<file path="config.mk">
export PLATFORM = sky130hd
export DESIGN_NAME = dac_parallel_input_latch_sleep
export DESIGN_NICKNAME = d
export VERILOG_FILES = /design/src/dac_input_pkg.sv /design/src/dac_parallel_input_latch_sleep.sv
export VERILOG_INCLUDE_DIRS = /design/src
export SDC_FILE = /design/constraint.sdc
export NUM_CORES = 1
export LEC_CHECK = 0
export ABC_AREA = 1
export BUFFER_PORTS_ARGS = -buffer_cell sky130_fd_sc_hd__buf_2
export CAP_MARGIN = 10
export CELL_PAD_IN_SITES_DETAIL_PLACEMENT = 0
export CELL_PAD_IN_SITES_GLOBAL_PLACEMENT = 1
export CORE_MARGIN = 8
export CORE_UTILIZATION = 35
export DETAILED_ROUTE_END_ITERATION = 10
export GPL_ROUTABILITY_DRIVEN = 0
export PLACE_DENSITY = 0.73
export SYNTH_ARGS = -nofsm -noshare
export SYNTH_HDL_FRONTEND = slang
export SYNTH_SLANG_ARGS = --single-unit
export TNS_END_PERCENT = 30
</file>
<file path="constraint.sdc">
create_clock -name sys_clk -period 2.2 [get_ports sys_clk]
set_input_delay 0.66 -clock sys_clk [delete_from_list [all_inputs] [get_ports sys_clk]]
set_output_delay 0.66 -clock sys_clk [all_outputs]
set_load 0.02 [all_outputs]
</file>
<file path="src/dac_input_defines.svh">
// constants for the converter input latch and sleep control
`ifndef DAC_INPUT_DEFINES_SVH
`define DAC_INPUT_DEFINES_SVH
`define SAMPLE_WIDTH       12
`define SAMPLE_ZERO        12'h000
`define SAMPLE_FULL        12'hFFF
`define CLK_PERIOD_PS      4000
`define WAKE_TIME_US       3250
`define WAKE_CYCLES        ((`WAKE_TIME_US * 1000) / (`CLK_PERIOD_PS / 1000))
`define SLEEP_TIME_NS      5000
`define SLEEP_CYCLES       ((`SLEEP_TIME_NS * 1000) / `CLK_PERIOD_PS)
`endif

</file>
<file path="src/dac_input_pkg.sv">
// types for the converter input latch and sleep control
package dac_input_pkg;
  typedef struct packed {
    logic [11:0] trueLevel;
    logic [11:0] complementLevel;
  } output_pair_t;
  typedef enum logic [1:0] {
    ACTIVE,
    ASLEEP,
    WAKING
  } power_state_t;
endpackage

</file>
<file path="src/dac_parallel_input_latch_sleep.sv">
// input latch, complementary output code and sleep control of the converter
`timescale 1ns/100ps
`include "dac_input_defines.svh"
module dac_parallel_input_latch_sleep #(
  parameter int WAKE_CYCLES = `WAKE_CYCLES
) (
  // clock and reset
  input  wire logic                             sys_clk,
  input  wire logic                             sys_rst,
  // sample word from the driving logic
  input  wire logic [`SAMPLE_WIDTH-1:0]         sampleWord,
  // power-down pin, floating when not driven
  input  wire logic                             powerDownPin,
  input  wire logic                             powerDownDriven,
  // current steering outputs
  output dac_input_pkg::output_pair_t           currentLevels,
  output logic                                  outputEnabled,
  output logic                                  outputSettled
);
  typedef logic [31:0] count_t;

  logic [`SAMPLE_WIDTH-1:0]     sampleMaster_q;
  dac_input_pkg::output_pair_t  levels_q;
  logic                         pinMeta_q;
  logic                         pinSync_q;
  logic                         drvMeta_q;
  logic                         drvSync_q;
  logic                         pdSync;
  logic                         pdLevel;
  dac_input_pkg::power_state_t  state_q;
  count_t                       wakeCount_q;

  function automatic dac_input_pkg::output_pair_t split_code(
    input logic [`SAMPLE_WIDTH-1:0] code,
    input logic                     on
  );
    dac_input_pkg::output_pair_t r;
    r.trueLevel       = on ? code : `SAMPLE_ZERO;
    r.complementLevel = on ? (`SAMPLE_FULL - code) : `SAMPLE_ZERO;
    return r;
  endfunction

  // raw pin level, watched by the checks only
  assign pdLevel = powerDownDriven & powerDownPin;

  // both pins synchronised before they are combined
  always_ff @(posedge sys_clk) begin
    pinMeta_q <= powerDownPin;
    pinSync_q <= pinMeta_q;
    drvMeta_q <= powerDownDriven;
    drvSync_q <= drvMeta_q;
  end

  // floating pin reads as low
  assign pdSync = pinSync_q & drvSync_q;

  // master stage: edge captured, no reset
  always_ff @(posedge sys_clk) begin
    sampleMaster_q <= sampleWord;
  end

  // slave stage drives current outputs after each rising edge
  always_ff @(posedge sys_clk) begin
    levels_q <= split_code(sampleMaster_q, !pdSync);
  end

  // power state, level sensitive
  always_ff @(posedge sys_clk) begin
    if (sys_rst) begin
      state_q     <= dac_input_pkg::ACTIVE;
      wakeCount_q <= '0;
    end else begin
      case (state_q)
        dac_input_pkg::ACTIVE: begin
          if (pdSync) begin
            state_q <= dac_input_pkg::ASLEEP;
          end
        end
        dac_input_pkg::ASLEEP: begin
          if (!pdSync) begin
            state_q     <= dac_input_pkg::WAKING;
            wakeCount_q <= '0;
          end
        end
        dac_input_pkg::WAKING: begin
          if (pdSync) begin
            state_q <= dac_input_pkg::ASLEEP;
          end else if (wakeCount_q == count_t'(WAKE_CYCLES - 1)) begin
            state_q <= dac_input_pkg::ACTIVE;
          end else begin
            wakeCount_q <= wakeCount_q + count_t'(1);
          end
        end
        default: state_q <= dac_input_pkg::ACTIVE;
      endcase
    end
  end

  assign currentLevels = levels_q;
  assign outputEnabled = !pdSync;
  assign outputSettled = (state_q == dac_input_pkg::ACTIVE) && !pdSync;

  property p_complement;
    @(posedge sys_clk) disable iff (sys_rst)
      !$past(pdSync) |->
        (levels_q.trueLevel + levels_q.complementLevel == `SAMPLE_FULL);
  endproperty
  a_complement: assert property (p_complement)
    else $error("outputs do not sum to full scale");

  property p_latency;
    @(posedge sys_clk) disable iff (sys_rst)
      (!pdSync [*3]) |-> levels_q.trueLevel == $past(sampleWord, 2);
  endproperty
  a_latency: assert property (p_latency)
    else $error("true output does not follow latched word");

  property p_sleep_off;
    @(posedge sys_clk) disable iff (sys_rst)
      pdSync |=> levels_q.trueLevel == `SAMPLE_ZERO
                   && levels_q.complementLevel == `SAMPLE_ZERO;
  endproperty
  a_sleep_off: assert property (p_sleep_off)
    else $error("current flows while asleep");

  property p_float_enabled;
    @(posedge sys_clk) disable iff (sys_rst)
      (!powerDownDriven [*3]) |-> outputEnabled;
  endproperty
  a_float_enabled: assert property (p_float_enabled)
    else $error("floating power-down input disabled output");

  property p_capture;
    @(posedge sys_clk) disable iff (sys_rst)
      $stable(sampleWord) |=> $stable(sampleMaster_q);
  endproperty
  a_capture: assert property (p_capture)
    else $error("latch changed without new input word");

  property p_wake_not_early;
    @(posedge sys_clk) disable iff (sys_rst)
      (state_q == dac_input_pkg::WAKING) |-> !outputSettled;
  endproperty
  a_wake_not_early: assert property (p_wake_not_early)
    else $error("settled before wake time elapsed");

  property p_sleep_entry;
    @(posedge sys_clk) disable iff (sys_rst)
      $rose(pdLevel) ##1 pdLevel |=> ##[0:1] !outputEnabled;
  endproperty
  a_sleep_entry: assert property (p_sleep_entry)
    else $error("power-down not honoured in time");

  property p_msb;
    @(posedge sys_clk) disable iff (sys_rst)
      (!pdSync [*3]) ##0 $past(sampleWord[`SAMPLE_WIDTH-1], 2)
        |-> levels_q.trueLevel[`SAMPLE_WIDTH-1];
  endproperty
  a_msb: assert property (p_msb)
    else $error("top sample bit not carried to output");

  property p_lsb;
    @(posedge sys_clk) disable iff (sys_rst)
      (!pdSync [*3]) ##0 $past(sampleWord[0], 2)
        |-> levels_q.trueLevel[0];
  endproperty
  a_lsb: assert property (p_lsb)
    else $error("bottom sample bit not carried to output");

  property p_full_scale;
    @(posedge sys_clk) disable iff (sys_rst)
      (!pdSync [*3]) ##0 ($past(sampleWord, 2) == `SAMPLE_FULL)
        |-> levels_q.trueLevel == `SAMPLE_FULL
            && levels_q.complementLevel == `SAMPLE_ZERO;
  endproperty
  a_full_scale: assert property (p_full_scale)
    else $error("all ones word not at full scale");

  property p_zero_code;
    @(posedge sys_clk) disable iff (sys_rst)
      (!pdSync [*3]) ##0 ($past(sampleWord, 2) == `SAMPLE_ZERO)
        |-> levels_q.trueLevel == `SAMPLE_ZERO
            && levels_q.complementLevel == `SAMPLE_FULL;
  endproperty
  a_zero_code: assert property (p_zero_code)
    else $error("zero word does not steer all to complement");

  property p_capture_edge;
    @(posedge sys_clk) disable iff (sys_rst)
      !$stable(sampleWord) |=> sampleMaster_q == $past(sampleWord);
  endproperty
  a_capture_edge: assert property (p_capture_edge)
    else $error("new word not captured at the clock edge");

  property p_sleep_state;
    @(posedge sys_clk) disable iff (sys_rst)
      (state_q == dac_input_pkg::ACTIVE) && pdSync
        |=> state_q == dac_input_pkg::ASLEEP;
  endproperty
  a_sleep_state: assert property (p_sleep_state)
    else $error("sleep level did not enter sleep state");

  property p_wake_enable;
    @(posedge sys_clk) disable iff (sys_rst)
      $fell(pdLevel) ##1 !pdLevel |=> ##[0:1] outputEnabled;
  endproperty
  a_wake_enable: assert property (p_wake_enable)
    else $error("current not restored after power-down released");

  property p_wake_start;
    @(posedge sys_clk) disable iff (sys_rst)
      (state_q == dac_input_pkg::ASLEEP) && !pdSync
        |=> state_q == dac_input_pkg::WAKING && wakeCount_q == '0;
  endproperty
  a_wake_start: assert property (p_wake_start)
    else $error("wake count did not start from zero");

  property p_wake_done;
    @(posedge sys_clk) disable iff (sys_rst)
      (state_q == dac_input_pkg::WAKING) && !pdSync
        && wakeCount_q == count_t'(WAKE_CYCLES - 1) |=> outputSettled;
  endproperty
  a_wake_done: assert property (p_wake_done)
    else $error("output not settled when wake time ran out");
endmodule

</file>
Word level (Yosys, flattened, before mapping)
Cells that the tools add are included.
- output and inout bits: 26
- bits in registers: 74
- reduce and logical (&&, ||, !) cells: 6
- bitwise gates (word level): 1
- equality and inequality tests: 8
- add/subtract/negate cells: 2
- muxes and demuxes: 9
- operators with widths (cell ; count):
    32-bit two-way mux ; 3
    32-bit one-hot mux with 2 select lines ; 1
    32-bit by 1-bit adder with 32-bit output (second input constant) ; 1
    32-bit by 20-bit == test with 1-bit output (second input constant) ; 1
    12-bit subtractor (first input constant) ; 1
    2-bit two-way mux ; 4
    2-bit inequality test (second input constant) ; 4
    2-bit one-hot mux with 3 select lines ; 1
    4-bit AND reduction ; 1
    3-bit inequality test (second input constant) ; 1
    3-bit AND reduction ; 1
    2-bit by 1-bit == test with 1-bit output (second input constant) ; 1
    2-bit == test (second input constant) ; 1
    2-bit logical NOT ; 1
    2-bit nonzero test ; 1
    1-bit bitwise AND ; 1
    1-bit logical AND ; 1
    1-bit logical NOT ; 1

Longest topological paths before layout
- depth in word-level cells: 4
- gate-level depth with buffers: 12
- gate-level depth less buffers: 11

Worst setup path after synthesis
Ideal clock, no wire load.
- path type: register -> register
- from: register pinSync_q
- to: register wakeCount_q[11]
- slack: 0.680 ns
- arrival time: 1.407 ns
- clock period less this slack: 1.520 ns
- stages on the path, launching flop included: 9
- setup time: 0.113 ns
- path buffers: 2
- cells stage by stage: dfxtp_1 nand2_1 inv_2 nor3_4 nand2_2 buf_6 buf_6 o21ai_1 nor2_1
- word-level cells in the longest chain between the ends: 3
- RTL lines (what ; RTL line ; source):
    from (decl) ; dac_parallel_input_latch_sleep.sv:25 ; logic pinSync_q;
    from (signal assigned) ; dac_parallel_input_latch_sleep.sv:49 ; pinSync_q <= pinMeta_q;
    1-bit bitwise AND (*) ; dac_parallel_input_latch_sleep.sv:55 ; assign pdSync = pinSync_q & drvSync_q;
    2-bit inequality test (no line) ; n/a ;
    4-bit AND reduction (no line) (*) ; n/a ;
    to (signal assigned) ; dac_parallel_input_latch_sleep.sv:91 ; wakeCount_q <= wakeCount_q + count_t'(1);
    to (decl) ; dac_parallel_input_latch_sleep.sv:31 ; count_t wakeCount_q;
Every way passes the cells marked *; elsewhere a longest branch is shown, timed or not.
A chain may end at the register's enable or synchronous reset.

Worst setup path in the final report
- from: register wakeCount_q[0]
- to: register wakeCount_q[30]
- word-level cells in the longest chain between the ends: 4
- RTL lines (what ; RTL line ; source):
    32-bit by 1-bit adder with 32-bit output ; dac_parallel_input_latch_sleep.sv:91 ;
    32-bit two-way mux ; dac_parallel_input_latch_sleep.sv:88 ; end else if (wakeCount_q == count_t'(WAKE_CYCLES - 1)) begin
    32-bit two-way mux ; dac_parallel_input_latch_sleep.sv:86 ; if (pdSync) begin
    32-bit one-hot mux with 2 select lines ; dac_parallel_input_latch_sleep.sv:73 ; case (state_q)
Several ways; a longest one is shown, not always the timed one. The select of a mux whose other input is x is not followed.

==> summary.json <==
{
  "timing.critical_path.slowest_stage_cell": {"value": "sky130_fd_sc_hd__dfxtp_1"},
  "clock_latency": {"value": 350, "unit": "ps"},
  "synth_compound_area_share": {"value": 3.62, "unit": "%"},
  "synthXorXnorAreaFrac": {"value": 0, "unit": "%"},
  "netlist.area_leader.share": {"value": 42.9, "unit": "%"},
  "initial_antenna_violation_count": {"value": 0},
  "period_utilisation_layout": {"value": 84.3, "unit": "%"},
  "path_buf_inv": {"value": 1},
  "fin_setup_tns": {"value": 0, "unit": "ps"},
  "synth-simple-area-share": {"value": 41.9, "unit": "%"},
  "rsz_0062_raised_after_global_routing": {"value": "false"},
  "placed_cells_incl_taps": {"value": 711},
  "wl_per_cell": {"value": 12.4, "unit": "µm"},
  "timing.fmax": {"value": 539, "unit": "MHz"},
  "dp_hpwl": {"value": 6.44, "unit": "mm"},
  "yosys.area_share.adder": {"value": 0.362, "unit": "%"},
  "number_of_enable_type_register_cells_in_the_synthesized_netlist": {"value": 0},
  "synth.yosys.warnings": {"value": 0},
  "vdd_drop_max": {"value": 0.000443, "unit": "V"},
  "cts_hold_repair.buffers": {"value": 0},
  "finalHoldViolCount": {"value": 0},
  "ys_ff_latch": {"value": 74},
  "grt_max_degree": {"value": 30},
  "worst_setup_path_end_kind": {"value": "register"},
  "critical-path-top-cell-by-count": {"value": "sky130_fd_sc_hd__nand2_1"},
  "nets": {"value": 606},
  "htreeDepth": {"value": 3},
  "netlist_instances": {"value": 545},
  "yosys.cell_types.count": {"value": 23},
  "buffer_ports.inserted": {"value": 41},
  "dr.first_iter.drc_count": {"value": 121},
  "grt_first_pass_wirelength": {"value": 14.9, "unit": "mm"},
  "finalPower": {"value": 0.00292, "unit": "W"},
  "run_status": {"value": "completed"},
  "cts_setup_buffers": {"value": 0},
  "syn_area_per_cell": {"value": 6.33, "unit": "µm²"},
  "drtAntennaViolNets": {"value": 0},
  "worst_hold_path_type": {"value": "reg2reg"},
  "post-synth-top-count-cell": {"value": "sky130_fd_sc_hd__nand2_1"},
  "clock_tree.buffer_depth": {"value": 2},
  "crit_path_max_incr_delay": {"value": 400, "unit": "ps"},
  "synth_area_leaders": {"value": "sky130_fd_sc_hd__dfxtp_1 (43%), sky130_fd_sc_hd__nand2_1 (20%), sky130_fd_sc_hd__nor2_1 (11%)"},
  "path_delay_family": {"value": "simple AND/OR/NAND/NOR gates"},
  "numCtsBuffers": {"value": 9},
  "finish_stage_setup_viols": {"value": 0},
  "leakagePower": {"value": 1.90, "unit": "nW"},
  "largest_family_of_logic_cells_by_synthesized_area": {"value": "simple AND/OR/NAND/NOR gates"},
  "most_common_library_cells_after_synthesis": {"value": "sky130_fd_sc_hd__nand2_1 (180), sky130_fd_sc_hd__nor2_1 (104), sky130_fd_sc_hd__inv_1 (78)"},
  "antennaDiodeCount": {"value": 0},
  "grt_overflow": {"value": 0},
  "remaining_drc_errors": {"value": 0},
  "cts.sink_count": {"value": 74},
  "drive_gt1_share": {"value": 14.3, "unit": "%"},
  "routed_wire_length": {"value": 8.98, "unit": "mm"},
  "critical_path.cell_chain": {"value": "ha_1, nand2_1, nor2_2, nand2_1, nor2_2, nand3_1, nand3_1, nand2_1, inv_1, nor2_1"},
  "io-pin-count": {"value": 42},
  "num_rows": {"value": 36},
  "period_minus_slack": {"value": 1850, "unit": "ps"},
  "critPathMaxFanout": {"value": 6},
  "floorplan.initialDensity": {"value": 35.6, "unit": "%"},
  "core_region_area": {"value": 9680, "unit": "µm²"},
  "dieWidth": {"value": 115, "unit": "µm"},
  "dominantRegCellSynth": {"value": "sky130_fd_sc_hd__dfxtp_1"},
  "synthesis.area": {"value": 3450, "unit": "µm²"},
  "power_density": {"value": 728, "unit": "nW/µm²"},
  "yosysTopAreaCell": {"value": "sky130_fd_sc_hd__dfxtp_1"},
  "tritoncts": {"value": "done"},
  "skew": {"value": 12.0, "unit": "ps"},
  "dr_total_vias": {"value": 3190},
  "postSynthNetCount": {"value": 562},
  "instances_no_fill": {"value": 727},
  "area_growth_syn_to_layout": {"value": 16.3, "unit": "%"},
  "dr.pass1.iters": {"value": 5},
  "worstPathArrival": {"value": 2110, "unit": "ps"},
  "layout_setup_ws": {"value": 345, "unit": "ps"},
  "finalMaxSlewViolations": {"value": 0},
  "fp.dieArea": {"value": 13300, "unit": "µm²"},
  "die-height": {"value": 115, "unit": "µm"},
  "max-cap-violations": {"value": 0},
  "slew_at_the_pin_closest_to_its_max_slew_limit": {"value": 745, "unit": "ps"},
  "cts.root.buffer_cell": {"value": "sky130_fd_sc_hd__clkbuf_8"},
  "clk_pin_slew_worst_paths": {"value": 80, "unit": "ps"},
  "fin_hold_ws": {"value": 331, "unit": "ps"},
  "globalRouteTotalUtil": {"value": 14.3, "unit": "%"},
  "routed_via_density": {"value": 4.39},
  "dpl_worst_slack": {"value": 340, "unit": "ps"},
  "timing.slew.headroom": {"value": 50.3, "unit": "%"},
  "critical_path_required": {"value": 2450, "unit": "ps"},
  "synth.mux.area_fraction": {"value": 0, "unit": "%"},
  "cts_resized": {"value": 0},
  "setup_cp_type": {"value": "reg2reg"},
  "crit_path_start_kind": {"value": "register"},
  "synth-async-reset-ratio": {"value": 0, "unit": "%"},
  "synth.yosys.seq_area_share": {"value": 42.9, "unit": "%"},
  "number_of_global_route_vias_before_repair": {"value": 3093}
}
placed cells by master, fill, tap and decap left out, types with 5 or more instances in the layout:
master / n
sky130_fd_sc_hd__a21oi_1: 7
sky130_fd_sc_hd__buf_2: 41
sky130_fd_sc_hd__buf_4: 7
sky130_fd_sc_hd__clkbuf_8: 9
sky130_fd_sc_hd__dfxtp_1: 74
sky130_fd_sc_hd__inv_1: 78
sky130_fd_sc_hd__nand2_1: 180
sky130_fd_sc_hd__nand3_1: 48
sky130_fd_sc_hd__nor2_1: 104
sky130_fd_sc_hd__nor2_2: 8
sky130_fd_sc_hd__o21ai_0: 6
sky130_fd_sc_hd__o21ai_1: 5
worst paths after layout:
check | cells past startpoint | to | slack (ps) | start
worst min register to register | 0 | pinSync_q | 330 | pinMeta_q
worst max-delay path | 10 | wakeCount_q[30] | 350 | wakeCount_q[0]
worst min-delay path | 0 | pinSync_q | 330 | pinMeta_q
worst max register to register | 10 | wakeCount_q[30] | 350 | wakeCount_q[0]
worst reg2reg max path, cell delays in order (launching register included):
cell and delay, ps:
sky130_fd_sc_hd__dfxtp_1 400, sky130_fd_sc_hd__ha_1 250, sky130_fd_sc_hd__nand2_1 100, sky130_fd_sc_hd__nor2_2 180
sky130_fd_sc_hd__nand2_1 140, sky130_fd_sc_hd__nor2_2 310, sky130_fd_sc_hd__nand3_1 130, sky130_fd_sc_hd__nand3_1 90
sky130_fd_sc_hd__nand2_1 50, sky130_fd_sc_hd__inv_1 70, sky130_fd_sc_hd__nor2_1 40
routing by layer:
metal	vias to the layer above	global-route usage, %	part of all wire [%]
met5	-	0	0
met4	0	6.22	1.4
met3	8	2.63	3.6
met2	43	23.6	48
met1	1417	17.8	47
li1	1722	-	-
area by class of cell:
cell class / instances / area [µm²]
fill: 1080 / 5670
multi-input combinational: 374 / 1580
sequential: 74 / 1480
inverter: 82 / 308
timing repair buffer: 48 / 258
tap: 133 / 166
clock buffer: 10 / 128
clock inverter: 6 / 90.1
through the flow:
stage / utilization (%) / cell area, µm²
floorplan: - / 3450
global placement: 39.2 / 3800
detailed placement: 39.2 / 3800
CTS: 41.5 / 4020
global route: 41.5 / 4020
finish: 41.5 / 4020
flip-flops by register name (all words and copies together) (netlist names):
name,cells
state_q,2
pinMeta_q,1
sampleMaster_q,12
drvMeta_q,1
currentLevels,24
pinSync_q,1
wakeCount_q,32
drvSync_q,1
power by group:
part | switching, W | internal, W | leakage, nW
clock network | 0.000547 | 0.000644 | 0.107
registers | 0.0000378 | 0.00141 | 0.613
logic | 0.000190 | 0.0000957 | 1.18
kinds of logic (layout without fill, tap and decap cells):
kind of cell | count (synthesis) | after routing
DFF | 74 | 74
AOI/OAI and AO/OA | 22 | 22
and+or+nand+nor | 351 | 351
adders and majority gates | 1 | 1
buffers and inverters | 97 | 146
Note: power is estimated with default switching activity, not from simulation.
